### src/nand_host_pkg.sv
package nand_host_pkg;

	// Clock rate and conversion of printed times to clock cycles
	localparam int CLK_MHZ = 50;
	localparam int SYNC_STAGES = 2;

	// Least time in ns to whole cycles, rounded up, never below one
	function automatic int ns_min_cyc(input int ns);
		int c;
		c = (ns * CLK_MHZ + 999) / 1000;
		return (c < 1) ? 1 : c;
	endfunction : ns_min_cyc

	// Bus timing in ns and power-up time in us, as printed for the device pins
	localparam int T_WP_NS = 25;
	localparam int T_WH_NS = 15;
	localparam int T_RP_NS = 25;
	localparam int T_REH_NS = 15;
	localparam int T_REA_NS = 30;
	localparam int T_WB_NS = 100;
	localparam int T_WHR_NS = 60;
	localparam int T_PWRUP_US = 10;

	localparam logic [15:0] WP_CYC = 16'(ns_min_cyc(T_WP_NS));
	localparam logic [15:0] WR_CYC = 16'(ns_min_cyc(T_WP_NS) + ns_min_cyc(T_WH_NS));
	// Read data crosses the pin register and two synchroniser stages before sampling
	localparam logic [15:0] RE_LOW_CYC = 16'(ns_min_cyc(T_REA_NS) + SYNC_STAGES + 1);
	localparam logic [15:0] RD_CYC = 16'(ns_min_cyc(T_REA_NS) + SYNC_STAGES + 1
		+ ns_min_cyc(T_REH_NS));
	localparam logic [15:0] WB_CYC = 16'(ns_min_cyc(T_WB_NS));
	localparam logic [15:0] WHR_CYC = 16'(ns_min_cyc(T_WHR_NS));
	localparam logic [15:0] PWRUP_CYC = 16'(ns_min_cyc(T_PWRUP_US * 1000));

	// Command codes
	localparam logic [7:0] CMD_READ_MAIN = 8'h00;
	localparam logic [7:0] CMD_COPY_READ = 8'h03;
	localparam logic [7:0] CMD_PROG_CONFIRM = 8'h10;
	localparam logic [7:0] CMD_PROG_DUMMY = 8'h11;
	localparam logic [7:0] CMD_ERASE_SETUP = 8'h60;
	localparam logic [7:0] CMD_STATUS = 8'h70;
	localparam logic [7:0] CMD_MP_STATUS = 8'h71;
	localparam logic [7:0] CMD_COPY_INPUT = 8'h8A;
	localparam logic [7:0] CMD_READ_ID = 8'h90;
	localparam logic [7:0] CMD_ERASE_CONFIRM = 8'hD0;
	localparam logic [7:0] CMD_RESET = 8'hFF;

	// Device status register: reset value and field positions
	localparam logic [7:0] STATUS_RESET = 8'hC0;
	localparam int ST_FAIL_BIT = 0;
	localparam int ST_PLANE_LSB = 1;
	localparam int ST_RDY_BIT = 6;
	localparam int ST_WP_BIT = 7;

	// Plane select bits A14/A15 inside the user address word
	localparam int PAGE_PLANE_LSB = 13;
	localparam int BLOCK_PLANE_LSB = 5;
	localparam logic [2:0] PAGE_ADDR_CYCLES = 3'h4;
	localparam logic [2:0] BLOCK_ADDR_CYCLES = 3'h3;
	localparam logic [2:0] ID_READS = 3'h4;
	localparam logic [2:0] ID_IGNORED_INDEX = 3'h2;
	localparam int FIFO_DEPTH = 8;
	localparam int FIFO_WIDTH = 8;

	typedef enum logic [3:0] {
		OP_RESET = 4'h0,
		OP_STATUS = 4'h1,
		OP_MP_STATUS = 4'h2,
		OP_READ_ID = 4'h3,
		OP_ERASE_QUEUE = 4'h4,
		OP_ERASE_START = 4'h5,
		OP_COPY_SOURCE = 4'h6,
		OP_COPY_DEST = 4'h7
	} nand_op_e;

	typedef struct packed {
		logic wp_clear;
		logic ready;
		logic reserved;
		logic [3:0] plane_fail;
		logic total_fail;
	} nand_status_s;

	typedef struct packed {
		logic ce_n;
		logic cle;
		logic ale;
		logic we_n;
		logic output_strobe_n;
	} nand_ctrl_s;

endpackage : nand_host_pkg

### src/byte_fifo.sv
`timescale 1ns/1ps
module byte_fifo #(
	parameter int WIDTH = 8,
	parameter int DEPTH = 8
) (
	input wire logic clock,
	input wire logic resetn,
	input wire logic in_valid,
	output logic in_ready,
	input wire logic [WIDTH-1:0] in_data,
	output logic out_valid,
	input wire logic out_ready,
	output logic [WIDTH-1:0] out_data
);
	localparam int AW = $clog2(DEPTH);

	logic [WIDTH-1:0] mem_q [DEPTH];
	logic [AW-1:0] wr_ptr_q;
	logic [AW-1:0] rd_ptr_q;
	logic [AW:0] count_q;
	wire push = in_valid && in_ready;
	wire pop = out_valid && out_ready;

	// Full and empty come straight from the occupancy count
	assign in_ready = (count_q != (AW+1)'(DEPTH));
	assign out_valid = (count_q != '0);
	assign out_data = mem_q[rd_ptr_q];

	// Pointers wrap at the depth, which need not be a power of two
	always_ff @(posedge clock) begin
		if (!resetn) begin
			wr_ptr_q <= '0;
			rd_ptr_q <= '0;
			count_q <= '0;
		end else begin
			if (push) begin
				wr_ptr_q <= (wr_ptr_q == AW'(DEPTH - 1)) ? '0 : wr_ptr_q + 1'b1;
			end
			if (pop) begin
				rd_ptr_q <= (rd_ptr_q == AW'(DEPTH - 1)) ? '0 : rd_ptr_q + 1'b1;
			end
			count_q <= count_q + (AW+1)'(push) - (AW+1)'(pop);
		end
	end

	// Storage needs no reset; unwritten words are never shown as valid
	always_ff @(posedge clock) begin
		if (push) begin
			mem_q[wr_ptr_q] <= in_data;
		end
	end

endmodule : byte_fifo

### src/nand_host.sv
// Function
// [RULE1] Queue up to four erase-setup commands, each with three address cycles.
// [RULE2] Refuse a second erase block in a plane already queued.
// [RULE3] Erase-confirm starts erase; wait for ready on the busy pin.
// [RULE4] Per-plane erase result is read back in extended status bits 1-4.
// [RULE5] Copy source read moves the page inside; no data is burst out.
// [RULE6] Wait ready after source read, then copy-input, address, confirm.
// [RULE7] Destination plane bits A14/A15 must match a queued source plane.
// [RULE8] Copied pages are never partially programmed by this controller.
// [RULE9] First source read uses 00h, further ones 03h, four at most.
// [RULE10] Dummy program between destination planes, true confirm after the last.
// [RULE11] No pointer commands are issued during multi-plane copy-back.
// [RULE12] Status byte is sampled on a read strobe after the status command.
// [RULE13] Status mode persists; a read command precedes sequential reads.
// [RULE14] Pass/fail bits are taken only once status shows ready.
// [RULE15] Status bit 0 gives overall pass or fail.
// [RULE16] Bits 1-4 give per-plane results under multi-plane status only.
// [RULE17] Status bit 6 polled as busy 0, ready 1.
// [RULE18] Read ID: 90h, address 00h, four reads; reserved third byte dropped.
// [RULE19] Reset command aborts operations and clears queued state.
// [RULE20] Device loads status C0h on reset when write-protect is high.
// [RULE21] Reset busy time is waited out on the busy pin.
// [RULE22] Busy pin low after accepted operations; wait until it returns high.
// [RULE23] Hold off all commands for the power-up recovery time.
// [RULE24] Nothing but waiting happens while the device programs.
// [RULE25] Dummy program ends one plane's loading without programming.
// [RULE26] Status bit 5 is reserved and ignored.
`timescale 1ns/1ps
module nand_host
	import nand_host_pkg::*;
(
	input wire logic clock,
	input wire logic resetn,
	input wire logic req_valid,
	output logic req_ready,
	input wire nand_op_e req_op,
	input wire logic [31:0] req_addr,
	output logic req_error,
	output logic op_busy,
	output nand_status_s status,
	output logic rd_valid,
	input wire logic rd_ready,
	output logic [7:0] rd_data,
	output nand_ctrl_s ctrl,
	output logic wp_n,
	input wire logic [7:0] io_in,
	output logic [7:0] io_out,
	output logic io_oe,
	input wire logic ready_busy
);

	typedef enum logic [3:0] {
		ST_POWERUP = 4'h0,
		ST_IDLE = 4'h1,
		ST_CMD1 = 4'h2,
		ST_ADDR = 4'h3,
		ST_CMD2 = 4'h4,
		ST_WB = 4'h5,
		ST_RB = 4'h6,
		ST_WHR = 4'h7,
		ST_READ = 4'h8
	} state_e;

	// One-hot plane mask from the user address, by address layout of the operation
	function automatic logic [3:0] plane_bit(input nand_op_e op, input logic [31:0] a);
		logic [1:0] p;
		p = (op == OP_ERASE_QUEUE) ? a[BLOCK_PLANE_LSB +: 2] : a[PAGE_PLANE_LSB +: 2];
		return 4'h1 << p;
	endfunction : plane_bit

	state_e state_q, state_d;
	logic [15:0] cnt_q, cnt_d;
	logic [7:0] cmd1_q, cmd1_d;
	logic [7:0] cmd2_q, cmd2_d;
	logic has_cmd2_q, has_cmd2_d;
	logic waits_q, waits_d;
	logic [2:0] naddr_q, naddr_d;
	logic [2:0] nreads_q, nreads_d;
	logic [2:0] rd_idx_q, rd_idx_d;
	logic [31:0] addr_q, addr_d;
	nand_op_e op_q, op_d;
	logic [3:0] erase_mask_q, erase_mask_d;
	logic [3:0] src_mask_q, src_mask_d;
	logic [3:0] dst_mask_q, dst_mask_d;
	nand_status_s status_q, status_d;
	logic error_q, error_d;
	logic wp_n_q, wp_n_d;
	nand_ctrl_s ctrl_q, ctrl_d;
	logic [7:0] io_out_q, io_out_d;
	logic io_oe_q, io_oe_d;
	logic [7:0] io_s1_q, io_s2_q;
	logic rb_s1_q, rb_s2_q;

	// Request decode
	wire accept = req_valid && req_ready;
	wire [3:0] pbit = plane_bit(req_op, req_addr);
	wire [2:0] erase_count = 3'(erase_mask_q[0]) + 3'(erase_mask_q[1])
		+ 3'(erase_mask_q[2]) + 3'(erase_mask_q[3]);
	wire erase_bad = (erase_mask_q & pbit) != 4'h0; // [RULE2]
	wire src_bad = (src_mask_q & pbit) != 4'h0 || dst_mask_q != 4'h0;
	wire dst_bad = (src_mask_q & pbit) == 4'h0 || (dst_mask_q & pbit) != 4'h0; // [RULE7]
	wire dst_last = (dst_mask_q | pbit) == src_mask_q;
	wire start_bad = erase_mask_q == 4'h0 || erase_count > 3'h4;

	// Strobe engine decode
	wire wr_end = cnt_q == WR_CYC - 16'h1;
	wire rd_end = cnt_q == RD_CYC - 16'h1;
	wire rd_sample = cnt_q == RE_LOW_CYC - 16'h1;
	wire is_status = op_q == OP_STATUS || op_q == OP_MP_STATUS;
	wire status_busy = is_status && !io_s2_q[ST_RDY_BIT]; // [RULE17]
	wire drop_byte = op_q == OP_READ_ID && rd_idx_q == ID_IGNORED_INDEX; // [RULE18]
	wire fifo_ready;
	wire push = state_q == ST_READ && rd_sample && !status_busy && !drop_byte;

	assign req_ready = state_q == ST_IDLE;
	assign op_busy = state_q != ST_IDLE;
	assign req_error = error_q;
	assign status = status_q;
	assign ctrl = ctrl_q;
	assign wp_n = wp_n_q;
	assign io_out = io_out_q;
	assign io_oe = io_oe_q;

	// Read bytes wait here; a full buffer holds off the next read strobe
	byte_fifo #(
		.WIDTH(FIFO_WIDTH),
		.DEPTH(FIFO_DEPTH)
	) u_fifo (
		.clock(clock),
		.resetn(resetn),
		.in_valid(push),
		.in_ready(fifo_ready),
		.in_data(io_s2_q),
		.out_valid(rd_valid),
		.out_ready(rd_ready),
		.out_data(rd_data)
	);

	// Sequencer: one operation at a time, so a busy device sees no other command
	always_comb begin
		state_d = state_q;
		cnt_d = cnt_q + 16'h1;
		cmd1_d = cmd1_q;
		cmd2_d = cmd2_q;
		has_cmd2_d = has_cmd2_q;
		waits_d = waits_q;
		naddr_d = naddr_q;
		nreads_d = nreads_q;
		rd_idx_d = rd_idx_q;
		addr_d = addr_q;
		op_d = op_q;
		erase_mask_d = erase_mask_q;
		src_mask_d = src_mask_q;
		dst_mask_d = dst_mask_q;
		status_d = status_q;
		error_d = 1'b0;
		wp_n_d = wp_n_q;
		case (state_q)
			ST_POWERUP: begin
				if (cnt_q == PWRUP_CYC - 16'h1) begin // [RULE23]
					wp_n_d = 1'b1;
					state_d = ST_IDLE;
				end
			end
			ST_IDLE: begin
				cnt_d = 16'h0;
				if (accept) begin
					op_d = req_op;
					addr_d = req_addr;
					has_cmd2_d = 1'b0;
					waits_d = 1'b0;
					naddr_d = 3'h0;
					nreads_d = 3'h0;
					rd_idx_d = 3'h0;
					state_d = ST_CMD1;
					case (req_op)
						OP_RESET: begin
							cmd1_d = CMD_RESET;
							waits_d = 1'b1; // [RULE21]
							erase_mask_d = 4'h0; // [RULE19]
							src_mask_d = 4'h0;
							dst_mask_d = 4'h0;
							status_d = nand_status_s'(STATUS_RESET); // [RULE20]
						end
						OP_STATUS: begin
							cmd1_d = CMD_STATUS;
							nreads_d = 3'h1; // [RULE12]
						end
						OP_MP_STATUS: begin
							cmd1_d = CMD_MP_STATUS; // [RULE14]
							nreads_d = 3'h1;
						end
						OP_READ_ID: begin
							cmd1_d = CMD_READ_ID;
							addr_d = 32'h0;
							naddr_d = 3'h1;
							nreads_d = ID_READS; // [RULE18]
						end
						OP_ERASE_QUEUE: begin
							cmd1_d = CMD_ERASE_SETUP;
							naddr_d = BLOCK_ADDR_CYCLES; // [RULE1]
							if (erase_bad) begin
								error_d = 1'b1;
								state_d = ST_IDLE;
							end else begin
								erase_mask_d = erase_mask_q | pbit;
							end
						end
						OP_ERASE_START: begin
							cmd1_d = CMD_ERASE_CONFIRM; // [RULE3]
							waits_d = 1'b1;
							erase_mask_d = 4'h0;
							if (start_bad) begin
								error_d = 1'b1;
								erase_mask_d = erase_mask_q;
								state_d = ST_IDLE;
							end
						end
						OP_COPY_SOURCE: begin
							// First source page uses the normal read, the rest the copy read
							cmd1_d = (src_mask_q == 4'h0) ? CMD_READ_MAIN : CMD_COPY_READ; // [RULE9]
							naddr_d = PAGE_ADDR_CYCLES;
							waits_d = 1'b1; // [RULE5]
							if (src_bad) begin
								error_d = 1'b1;
								state_d = ST_IDLE;
							end else begin
								src_mask_d = src_mask_q | pbit;
							end
						end
						OP_COPY_DEST: begin
							cmd1_d = CMD_COPY_INPUT; // [RULE6]
							naddr_d = PAGE_ADDR_CYCLES;
							has_cmd2_d = 1'b1;
							waits_d = 1'b1;
							// Dummy confirm between planes, true confirm once all sources land
							cmd2_d = dst_last ? CMD_PROG_CONFIRM : CMD_PROG_DUMMY; // [RULE10] [RULE25]
							if (dst_bad) begin
								error_d = 1'b1;
								state_d = ST_IDLE;
							end else if (dst_last) begin
								src_mask_d = 4'h0;
								dst_mask_d = 4'h0;
							end else begin
								dst_mask_d = dst_mask_q | pbit;
							end
						end
						default: begin
							error_d = 1'b1; // [RULE8] [RULE11]
							state_d = ST_IDLE;
						end
					endcase
				end
			end
			ST_CMD1, ST_ADDR, ST_CMD2: begin
				if (wr_end) begin
					cnt_d = 16'h0;
					if (state_q == ST_ADDR) begin
						addr_d = addr_q >> 8;
						naddr_d = naddr_q - 3'h1;
					end
					if (state_q != ST_CMD2 && (naddr_d != 3'h0)) begin
						state_d = ST_ADDR;
					end else if (state_q != ST_CMD2 && has_cmd2_q) begin
						state_d = ST_CMD2;
					end else if (waits_q) begin
						state_d = ST_WB; // [RULE22]
					end else if (nreads_q != 3'h0) begin
						state_d = ST_WHR;
					end else begin
						state_d = ST_IDLE;
					end
				end
			end
			ST_WB: begin
				if (cnt_q == WB_CYC - 16'h1) begin
					state_d = ST_RB;
				end
			end
			ST_RB: begin
				// Ready pin high means the internal operation is over
				if (rb_s2_q) begin // [RULE22] [RULE24]
					state_d = ST_IDLE;
				end
			end
			ST_WHR: begin
				if (cnt_q == WHR_CYC - 16'h1) begin
					cnt_d = 16'h0;
					state_d = ST_READ;
				end
			end
			ST_READ: begin
				// A read strobe starts only when the buffer can take its byte
				if (cnt_q == 16'h0 && !fifo_ready) begin
					cnt_d = 16'h0;
				end
				if (rd_sample && is_status && !status_busy) begin
					status_d = nand_status_s'(io_s2_q); // [RULE4] [RULE14] [RULE15]
					status_d.reserved = 1'b0; // [RULE26]
					if (op_q == OP_STATUS) begin
						status_d.plane_fail = 4'h0; // [RULE16]
					end
				end
				if (rd_end) begin
					cnt_d = 16'h0;
					// Busy status repeats the read; the byte updates on each strobe
					if (!status_busy) begin // [RULE17]
						rd_idx_d = rd_idx_q + 3'h1;
						nreads_d = nreads_q - 3'h1;
						if (nreads_q == 3'h1) begin
							state_d = ST_IDLE; // [RULE13]
						end
					end
				end
			end
			default: begin
				state_d = ST_IDLE;
			end
		endcase
	end

	// Pin drive follows the state one cycle later, keeping setup and hold alike
	always_comb begin
		ctrl_d = '{ce_n: 1'b0, cle: 1'b0, ale: 1'b0, we_n: 1'b1, output_strobe_n: 1'b1};
		io_out_d = 8'h00;
		io_oe_d = 1'b0;
		case (state_q)
			ST_POWERUP, ST_IDLE: begin
				ctrl_d.ce_n = 1'b1;
			end
			ST_CMD1, ST_CMD2: begin
				ctrl_d.cle = 1'b1;
				ctrl_d.we_n = cnt_q >= WP_CYC;
				io_out_d = (state_q == ST_CMD1) ? cmd1_q : cmd2_q;
				io_oe_d = 1'b1;
			end
			ST_ADDR: begin
				ctrl_d.ale = 1'b1;
				ctrl_d.we_n = cnt_q >= WP_CYC;
				io_out_d = addr_q[7:0];
				io_oe_d = 1'b1;
			end
			ST_READ: begin
				ctrl_d.output_strobe_n = !(cnt_q < RE_LOW_CYC && (cnt_q != 16'h0 || fifo_ready));
			end
			default: begin
			end
		endcase
	end

	// Control registers
	always_ff @(posedge clock) begin
		if (!resetn) begin
			state_q <= ST_POWERUP;
			cnt_q <= 16'h0;
			cmd1_q <= 8'h00;
			cmd2_q <= 8'h00;
			has_cmd2_q <= 1'b0;
			waits_q <= 1'b0;
			naddr_q <= 3'h0;
			nreads_q <= 3'h0;
			rd_idx_q <= 3'h0;
			addr_q <= 32'h0;
			op_q <= OP_RESET;
			erase_mask_q <= 4'h0;
			src_mask_q <= 4'h0;
			dst_mask_q <= 4'h0;
			status_q <= nand_status_s'(STATUS_RESET);
			error_q <= 1'b0;
			wp_n_q <= 1'b0;
		end else begin
			state_q <= state_d;
			cnt_q <= cnt_d;
			cmd1_q <= cmd1_d;
			cmd2_q <= cmd2_d;
			has_cmd2_q <= has_cmd2_d;
			waits_q <= waits_d;
			naddr_q <= naddr_d;
			nreads_q <= nreads_d;
			rd_idx_q <= rd_idx_d;
			addr_q <= addr_d;
			op_q <= op_d;
			erase_mask_q <= erase_mask_d;
			src_mask_q <= src_mask_d;
			dst_mask_q <= dst_mask_d;
			status_q <= status_d;
			error_q <= error_d;
			wp_n_q <= wp_n_d;
		end
	end

	// Pin registers and two-stage synchronisers on the pin inputs
	always_ff @(posedge clock) begin
		if (!resetn) begin
			ctrl_q <= '{ce_n: 1'b1, cle: 1'b0, ale: 1'b0, we_n: 1'b1, output_strobe_n: 1'b1};
			io_out_q <= 8'h00;
			io_oe_q <= 1'b0;
			io_s1_q <= 8'h00;
			io_s2_q <= 8'h00;
			rb_s1_q <= 1'b0;
			rb_s2_q <= 1'b0;
		end else begin
			ctrl_q <= ctrl_d;
			io_out_q <= io_out_d;
			io_oe_q <= io_oe_d;
			io_s1_q <= io_in;
			io_s2_q <= io_s1_q;
			rb_s1_q <= ready_busy;
			rb_s2_q <= rb_s1_q;
		end
	end

endmodule : nand_host

### config.mk
export PLATFORM = sky130hd
export DESIGN_NAME = nand_host
export DESIGN_NICKNAME = d
export VERILOG_FILES = /design/src/nand_host_pkg.sv /design/src/byte_fifo.sv /design/src/nand_host.sv
export SDC_FILE = /design/constraint.sdc
export NUM_CORES = 1
export LEC_CHECK = 0
export ABC_AREA = 1
export BUFFER_PORTS_ARGS = -buffer_cell sky130_fd_sc_hd__buf_2
export CAP_MARGIN = 20
export CORE_ASPECT_RATIO = 1.1
export CORE_MARGIN = 8
export CORE_UTILIZATION = 50
export DETAILED_ROUTE_END_ITERATION = 8
export PLACE_DENSITY = 0.66
export REMOVE_ABC_BUFFERS = 1
export SLEW_MARGIN = 20
export SYNTH_ARGS = -nofsm -noshare
export SYNTH_HDL_FRONTEND = slang
export SYNTH_SLANG_ARGS = --single-unit
### constraint.sdc
create_clock -name clock -period 4.2 [get_ports clock]
set_clock_uncertainty 0.15 [all_clocks]
set_input_delay 0.21 -clock clock [delete_from_list [all_inputs] [get_ports clock]]
set_output_delay 0.21 -clock clock [all_outputs]
set_load 0.02 [all_outputs]
# Word-level counts from Yosys, hierarchy flattened
# Memory sizes are Yosys's and may differ from the RTL's. A register that Yosys moved wholly into a read port is not among the register bits.
# Cells that the tools add are included.
[word_totals]
out_inout_bits = 35
input_bits = 49
elab_cells = 253
register_bits = 147
mem_count = 1
ram_bits = 64
[op_classes]
n_mux = 82
eq_ne = 47
shift = 1
n_bitwise = 6
addsub = 11
n_reduce_logical = 67
order_cmp = 3
[mem_list]
columns = ["name", "words", "width", "read_ports", "rd_ports_with_merged_regs", "wr", "line", "source"]
rows = [
  ["u_fifo.mem_q", 8, 8, 1, 1, 1, "byte_fifo.sv:17", "logic [WIDTH-1:0] mem_q [DEPTH];"],
]
[ops]
columns = ["cell", "count"]
rows = [
  ["32-bit two-way mux", 4],
  ["4-bit two-way mux", 17],
  ["32-bit case mux with 2 select lines", 1],
  ["8-bit case mux with 8 select lines", 1],
  ["3-bit two-way mux", 19],
  ["16-bit two-way mux", 3],
  ["16-bit case mux with 3 select lines", 1],
  ["16-bit by 3-bit equality test with 1-bit output (second input constant)", 2],
  ["4-bit by 3-bit equality test with 1-bit output (second input constant)", 8],
  ["8-bit two-way mux", 4],
  ["8-bit case mux with 2 select lines", 2],
  ["4-bit case mux with 7 select lines", 1],
  ["4-bit by 2-bit equality test with 1-bit output (second input constant)", 6],
  ["3-bit case mux with 2 select lines", 4],
  ["4-bit case mux with 3 select lines", 2],
  ["2-bit != test (second input constant)", 11],
  ["4-bit logical NOT", 5],
  ["4-bit nonzero test", 5],
  ["16-bit by 1-bit adder with 16-bit output (second input constant)", 1],
  ["16-bit by 2-bit equality test with 1-bit output (second input constant)", 1],
  ["16-bit by 9-bit equality test with 1-bit output (second input constant)", 1],
  ["16-bit by 2-bit greater-or-equal comparator with 1-bit output (second input constant)", 1],
  ["16-bit logical NOT", 1],
  ["16-bit by 3-bit less-than comparator with 1-bit output (second input constant)", 1],
  ["other kinds (43)", 115],
]

# Longest topological paths before layout
# Gate-level depths: netlist (run 1).
[depth]
depth_word = 10
depth_mapped = 17
depth_no_buf = 17

# Modules after synthesis
# From an unflattened synthesis (run 1), not the netlist that was laid out.
[unflattened]
hier_cells = 1259
area_unflattened_um2 = 9838.2
[modules_own_cells]
columns = ["mod", "area_each_um2", "seq_area_each_um2", "instances", "cells_each"]
rows = [
  ["nand_host", 6254.7, 2602.5, 1, 884],
  ["byte_fifo", 3583.4, 2182.1, 1, 375],
]

# Worst setup path after synthesis (run 1)
# OpenSTA, ideal clock, no wires.
[synth_path]
kind = "flip-flop to flip-flop"
from = "reg state_q[0]"
to = "mem u_fifo.mem_q[1][0] (enable)"
setup_time_ns = 0.383
path_slack_ns = 1.745
required_time_ns = 3.667
period_less_slack_ns = 2.455
stages_incl_launch_ff = 8
t_arrival_ns = 1.922
n_path_buf = 0
path_cell_list = "dfxtp_1 -> nor2_1 -> inv_1 -> nor3_4 -> nand2_1 -> nor3_2 -> nand2_1 -> nor3_1"
[synth_between]
elab_chain_len = 7
[synth_rtl]
columns = ["item", "line", "source"]
rows = [
  ["start: declaration", "nand_host.sv:71", "state_e state_q, state_d;"],
  ["start signal: assignment", "nand_host.sv:372", "state_q <= state_d;"],
  ["4-bit equality test", "nand_host.sv:113", "wire push = state_q == ST_READ && rd_sample && !status_busy && !drop_byte;"],
  ["1-bit logical AND (3 in series)", "nand_host.sv:113", ""],
  ["1-bit logical AND", "byte_fifo.sv:21", "wire push = in_valid && in_ready;"],
  ["net u_fifo.push", "byte_fifo.sv:21", ""],
  ["1-bit two-way mux", "byte_fifo.sv:48", "if (push) begin"],
  ["1-bit two-way mux (not written as such)", "byte_fifo.sv:49", "mem_q[wr_ptr_q] <= in_data;"],
  ["end: declaration", "byte_fifo.sv:17", ""],
]
# The timed path passes the listed nets, and every way through them passes these cells.

# Worst setup path after layout (run 1)
[layout_path]
from = "reg state_q[0]"
to = "reg addr_q[13]"
[layout_between]
elab_chain_len = 4
elab_cells_between_ends = 12
cone_classes = "7 x eq/ne; 1 x mux; 4 x reduce/logical"
[layout_rtl]
columns = ["item", "line", "source"]
rows = [
  ["4-bit by 2-bit equality test with 1-bit output (tied with other cells)", "nand_host.sv:158, nand_host.sv:258", ""],
  ["3-bit OR reduction (no source line) or 1-bit logical AND (tied branches)", "--", ""],
  ["2-bit by 1-bit != test with 1-bit output (no source line) or 2-bit nonzero test (tied branches)", "--", ""],
  ["4-bit AND reduction (no source line)", "--", ""],
  ["end signal: assignment", "nand_host.sv:381", "addr_q <= addr_d;"],
  ["end: declaration", "nand_host.sv:80", "logic [31:0] addr_q, addr_d;"],
]
# Parallel ways exist; a longest one is shown, timed or not.
# A chain may end at the register's enable or synchronous reset.

==> results.toml, run 1 <==
[clock_network]
cts_buffer_depth = 3
clock_sinks = 207
ctsHtreeMaxLevel = 1
cts.reportedPaths.clkPinSlew_ps = 60
postCtsResizedCells = 0
clock_latency_on_the_worst_skew_pair_ps = 490
cts_root_buf = "clkbuf_16"
cts_bufs_inserted = 22
cts_tree = "yes"
cts_setup_buffers = 0
cts_hold_repair.buffers = 39

[critical_path]
end_kind = "register"
worst_path_dominant_cell_family = "simple AND/OR/NAND/NOR gates"
timing.critical_path.required_ps = 4430
critPathMaxFanout = 41
kind_of_critical_path = "register to register"
cp_num_buf_inv = 2
critical_path.most_common_cell = "nand2_1"
cp.arrival_ps = 3300
critical_path.cell_chain = "inv_2 > nand2_1 > nor2_4 > nor2_1 > nand2_2 > nand2_1 > nand4_2 > buf_4 > o21ai_0 > a21oi_1"
max_stage_delay_ps = 650
crit_slowest_cell = "nand4_2"
crit_path_start_kind = "register"

[layout]
layout-area-overhead-vs-synth_pct = 18.3
final_layout_size_suffix_gt1_frac = 0.134
final_area_mm2 = 0.0110
layoutNonFillerInstCount = 1499
mostFrequentLayoutCell = "nand2_1"
multi_input_comb_area_mm2 = 0.00382
antennaDiodeCount = 0
area.sequential_mm2 = 0.00478
num-fill-cells = 1649
layout_common_cells = "156 x nand2_1, 144 x nor2_1, 143 x dfxtp_1"
utilization = 0.601
final_net_count = 1316

[power]
p_total_uw = 5640
p_per_area_mw_per_mm2 = 512
largest_voltage_drop_on_the_vdd_net_v = 0.000335
p_leak_uw = 0.00452

[synth]
yosys_most_used_dff = "dfxtp_1"
synth_cell_types = 50
syn-cell-area_mm2 = 0.00932
synth_largest_type_area_fraction = 0.307
avgSynthCellArea_um2 = 8.26
edff_count_synth = 64
synth.top_cells.by_area = "dfxtp_1 31%, edfxtp_1 21%, nand2_1 6.3%"
yosysSeqAreaShare = 0.513
postSynth.asyncResetShare = 0
mapped_cells = 1128
synthDominantAreaCellType = "dfxtp_1"
yosys_warnings = 0
ys_ff_latch = 207

[floorplan]
fp.dieArea_mm2 = 0.0233
die_x_um = 146
num_rows = 52
fp.dieH_um = 159
floorplan.initialDensity = 0.508
io_pins = 84
core_region_area_mm2 = 0.0183

[detailed_routing]
antenna_left = 0
dr_vias = 7722
drc = 0
detailedRoute.firstPassIterationCount = 5
via_per_instance_ratio = 5.15
wl_per_cell_um = 14.4
first_iter_violations = 456
wirelength_mm = 21.6

[sta]
max_slew.worst_pin.slew_ps = 991
finalMaxSlewViolations = 0
totalNegativeSetupSlack_ps = 0
final.period_utilization = 0.733
unrepaired_setup_endpoints_after_global_routing = "no"
hold_viol_final = 0
finalCriticalPeriod_ps = 3080
max-slew-margin-rel = 0.334
finalSetupViolations = 0
fmax_ghz = 0.325

[grt]
globalRouteTotalUtil = 0.185
grt_antenna_before_repair = 0
grt_first_pass_wirelength_mm = 36.4
grt_pass1_vias = 7558
largest_net_degree_at_the_start_of_global_routing = 54
grt_remaining_overflow = 0

[place]
detailedPlacementHpwl_mm = 14.8
finalWeightedCongestion = 0.841
placedInstanceArea_mm2 = 0.00994
port_buffers = 82
post-place-cells = 1422

[flow_run]
maxCapViolations = 0

[min_path]
worst_hold_path_type = "input port to register"

[run_status]
outcome = "finished clean"
routing by layer:
| metal | vias to the layer above | GRT usage | part of all wire |
|---|---|---|---|
| li1 | 3997 | - | - |
| met1 | 3540 | 0.224 | 0.44 |
| met2 | 149 | 0.330 | 0.50 |
| met3 | 36 | 0.0253 | 0.035 |
| met4 | 0 | 0.0581 | 0.021 |
| met5 | - | 0 | 0 |
worst paths after layout:
kind	from	endpoint	slack, ps	cells after the start
setup reg to reg	state_q[0]$_SDFFE_PN0P_	addr_q[13]$_SDFFE_PN0P_	1120	10
setup / recovery	state_q[0]$_SDFFE_PN0P_	addr_q[13]$_SDFFE_PN0P_	1120	10
hold / removal	req_addr[3]	addr_q[3]$_SDFFE_PN0P_	10	5
hold reg to reg	io_s1_q[3]$_SDFF_PN0_	io_s2_q[3]$_SDFF_PN0_	260	2
worst reg2reg max path, delay by kind of cell, from the launching register on:
kind                   cells  cell delay, ps
AOI/OAI and AO/OA          2             250
buffers and inverters      2             610
DFF                        1             440
and+or+nand+nor            6            1540
cell usage after synthesis (4+ instances only):
cell type	number
nand2_2	11
inv_2	9
nor2_1	144
nor3_1	19
buf_2	6
nand3_1	62
edfxtp_1	64
o22ai_1	14
dfxtp_1	143
and3_1	4
nor2_4	5
a21oi_1	82
inv_1	140
clkbuf_1	29
nor4_1	4
a31oi_1	17
xor2_1	7
nand2_4	6
o21ai_1	9
nand2_1	156
o21ai_0	117
a211oi_1	6
nor3_2	5
nand4_1	14
ha_1	23
kinds of logic (layout without fill, tap and decap cells):
group / Yosys count / in the layout / synth area share
and+or+nand+nor: 439 / 439 / 0.215
xor gates and xnor gates: 10 / 10 / 0.00940
adders and majority gates: 25 / 25 / 0.0352
other: 1 / 1 / 0.000402
AOI/OAI and AO/OA: 256 / 256 / 0.148
DFF: 207 / 207 / 0.513
buffers and inverters: 190 / 318 / 0.0783
layout make-up:
| class | instances | area share |
|---|---|---|
| clock buffers | 31 | 0.0567 |
| multi-input cells | 731 | 0.347 |
| repair buffers | 130 | 0.0787 |
| well taps | 243 | 0.0276 |
| clock inverters | 7 | 0.00545 |
| flip-flops and latches | 207 | 0.434 |
| inverters | 150 | 0.0511 |
per-stage QoR:
| step | hold slack [ps] | setup slack, ps |
|---|---|---|
| 2_1_floorplan | 129 | 1610 |
| 3_3_place_gp | 239 | 1190 |
| 3_5_place_dp | 243 | 1150 |
| 4_1_cts | 1.27 | 1120 |
| 5_1_grt | 36.2 | 814 |
| 6_report | 12.7 | 1120 |
flip-flops by register name (all words and copies together) (netlist names), 2 cells and up, named ones only:
register / flops
ctrl: 5
rd_idx_q: 3
state_q: 4
u_fifo.wr_ptr_q: 3
io_out: 8
io_s2_q: 8
src_mask_q: 4
cmd1_q: 8
dst_mask_q: 4
naddr_q: 3
u_fifo.rd_ptr_q: 3
erase_mask_q: 4
nreads_q: 3
cmd2_q: 2
addr_q: 32
u_fifo.mem_q: 64
status: 7
op_q: 4
cnt_q: 16
u_fifo.count_q: 4
io_s1_q: 8
report_power, final:
group	switching, uW	internal, uW
clock	750	1090
combinational	902	478
sequential	123	2290
(Power assumes the default switching activity.)
==> inputs of run 2 (changes only) <==
Settings changed: PLACE_DENSITY 0.66 to 0.69.
Clock period 4.2 ns to 2.7 ns, I/O delays scaled along.
==> run 2 against run 1 <==
Net effect:
- register-to-register slack worse by 970 ps
- highest routed layer unchanged
- fmax is 21% higher
- critical path type unchanged
- power is 56% higher
==> results.toml, run 2 (same netlist as run 1, synthesis figures left out) <==
[run_status]
outcome = "finished clean"

[detailed_routing]
first_iter_violations = 437
detailedRoute.firstPassIterationCount = 5
drc = 0
wirelength_mm = 21.5
wl_per_cell_um = 14.1
via_per_instance_ratio = 5.16
dr_vias = 7879
antenna_left = 0

[floorplan]
io_pins = 84
fp.dieH_um = 159
floorplan.initialDensity = 0.508
core_region_area_mm2 = 0.0183
die_x_um = 146
fp.dieArea_mm2 = 0.0233
num_rows = 52

[layout]
num-fill-cells = 1592
layout_common_cells = "156 x nand2_1, 144 x nor2_1, 141 x dfxtp_1"
layout-area-overhead-vs-synth_pct = 21.4
largestRegisters = "u_fifo.mem_q (64), addr_q (32), cnt_q (16)"
number_of_flip_flops_in_the_largest_register = 64
final_layout_size_suffix_gt1_frac = 0.151
max_flop_register = "u_fifo.mem_q"
mostFrequentLayoutCell = "nand2_1"
final_net_count = 1343

[critical_path]
crit_path_start_kind = "register"
kind_of_critical_path = "register to register"
cp.arrival_ps = 2820
end_kind = "register"
r2r_start = "erase_mask_q[1]$_SDFFE_PN0P_"
critical_path.most_common_cell = "nand2_1"
max_stage_delay_ps = 550
critical_path.cell_chain = "inv_2 > fa_1 > inv_2 > ha_4 > ha_4 > o21a_1 > a31oi_1 > nand2_1 > nand2_1 > a21oi_2 > nand3_1 > nand2_1 > nand2_1 > nand2_1 > a21oi_1"
crit_slowest_cell = "fa_1"
critPathMaxFanout = 3
cp_num_buf_inv = 2
timing.critical_path.from = "erase_mask_q[1]$_SDFFE_PN0P_"
worst_path_dominant_cell_family = "adder cells"
timing.critical_path.required_ps = 2970

[power]
netSwitchingPower_uw = 2730
netSwitchingFraction = 0.310
p_per_area_mw_per_mm2 = 780
logic_gate_share_of_total_power = 0.249
power.clock.fraction = 0.326
p_seq_frac = 0.424
largest_voltage_drop_on_the_vdd_net_v = 0.000527
p_leak_uw = 0.00466
internal-power_uw = 6090

[min_path]
hp-start = "io_in[0]"
worst_hold_path_type = "input port to register"

[place]
pre_cts_setup_slack_ps = 146
port_buffers = 82
detailedPlacementHpwl_mm = 14.2
finalWeightedCongestion = 0.863

[sta]
totalNegativeSetupSlack_ps = 0
fmax_ghz = 0.392
finalMaxSlewViolations = 0
setup_ws_ps = 152
max-slew-margin-rel = 0.508
finalCriticalPeriod_ps = 2550
hold_viol_final = 0
final.period_utilization = 0.944
finalSetupViolations = 0
max_slew.worst_pin.slew_ps = 737

[clock_network]
clock_latency_on_the_worst_skew_pair_ps = 490
cts_bufs_inserted = 21
ctsHtreeMaxLevel = 1
clock_sinks = 207
cts.reportedPaths.clkPinSlew_ps = 60
cts_buffer_depth = 3
cts_root_buf = "clkbuf_16"
cts_tree = "yes"

[flow_run]
maxCapViolations = 0

[grt]
grt_pass1_vias = 7530
grt_remaining_overflow = 0
globalRouteTotalUtil = 0.180
grt_antenna_before_repair = 1
grt_first_pass_wirelength_mm = 35.6
largest_net_degree_at_the_start_of_global_routing = 92
## run 2: changes by cell type in the layout (fill, tap and decap cells not counted), moves of 3 or more
cell           previous run  this run
inv_2                     9        12
inv_1                   140       137
dlygate4sd3_1            39        49
clkbuf_1                  6         3
buf_4                     9        25
nor3_2                    8         5
nor3_1                   16        19
## run 2: stage by stage
| stage | hold slack [ps] | cell area [um^2] | total power (uW) | instances | util |
|---|---|---|---|---|---|
| 3_3_place_gp | 165 | 10100 | 5890 | 1438 | 0.549 |
| 6_report | 213 | 11300 | 8830 | 1527 | 0.617 |
| 3_5_place_dp | 171 | 10100 | 5950 | 1438 | 0.549 |
| 5_1_grt | 216 | 11300 | 9350 | 1527 | 0.617 |
| 2_1_floorplan | 53.9 | 9150 | 5300 | 1088 | - |
| 4_1_cts | 204 | 11300 | 8890 | 1524 | 0.614 |
## run 2: power by group through the flow
stage | Clock, uW | Combinational (uW) | Sequential [uW]
2_1_floorplan | 0 | 1480 | 3820
3_3_place_gp | 0 | 2090 | 3800
3_5_place_dp | 0 | 2140 | 3810
4_1_cts | 2940 | 2200 | 3750
5_1_grt | 3060 | 2500 | 3790
6_report | 2880 | 2200 | 3750
## run 2: worst register-to-register path: stages, from the launching register on
cell and delay, ps:
dfxtp_2 340, inv_2 50, fa_1 550, inv_2 50, ha_4 160, ha_4 220, o21a_1 160, a31oi_1 190
nand2_1 70, nand2_1 80, a21oi_2 50, nand3_1 110, nand2_1 60, nand2_1 60, nand2_1 50, a21oi_1 130
## run 2: layout make-up
cell class / count / area, um^2 / share of cell area
Inverter: 150 / 563 / 0.0498
Antenna cell: 1 / 2.50 / 0.000221
Multi-Input combinational cell: 731 / 3830 / 0.339
Sequential cell: 207 / 4790 / 0.423
Timing Repair Buffer: 158 / 1130 / 0.0998
Tap cell: 243 / 304 / 0.0269
Clock inverter: 10 / 103 / 0.00907
Clock buffer: 27 / 589 / 0.0521
## run 2: timing repair
item | CTS | global route
buffers inserted | 0 | 2
endpoints found under the setup margin | 0 | 5
gates resized for setup | 0 | 9
hold buffers | 49 | 0
endpoints found under the hold margin | 57 | 0
## run 2: path summary, 6_finish.rpt
kind / endpoint / slack, ps / depth (start not counted)
setup / recovery: state_q[1]$_SDFFE_PN0P_ / 150 / 15
hold reg to reg: io_s2_q[3]$_SDFF_PN0_ / 260 / 2
hold / removal: io_s1_q[0]$_SDFF_PN0_ / 210 / 4
setup reg to reg: state_q[1]$_SDFFE_PN0P_ / 150 / 15
## run 2: metal layers
metal | wire (um) | vias up | global-route usage
li1 | - | 4042 | -
met1 | 9060 | 3616 | 0.212
met2 | 11000 | 179 | 0.329
met3 | 1040 | 42 | 0.0287
met4 | 454 | 0 | 0.0544
met5 | 0 | - | 0
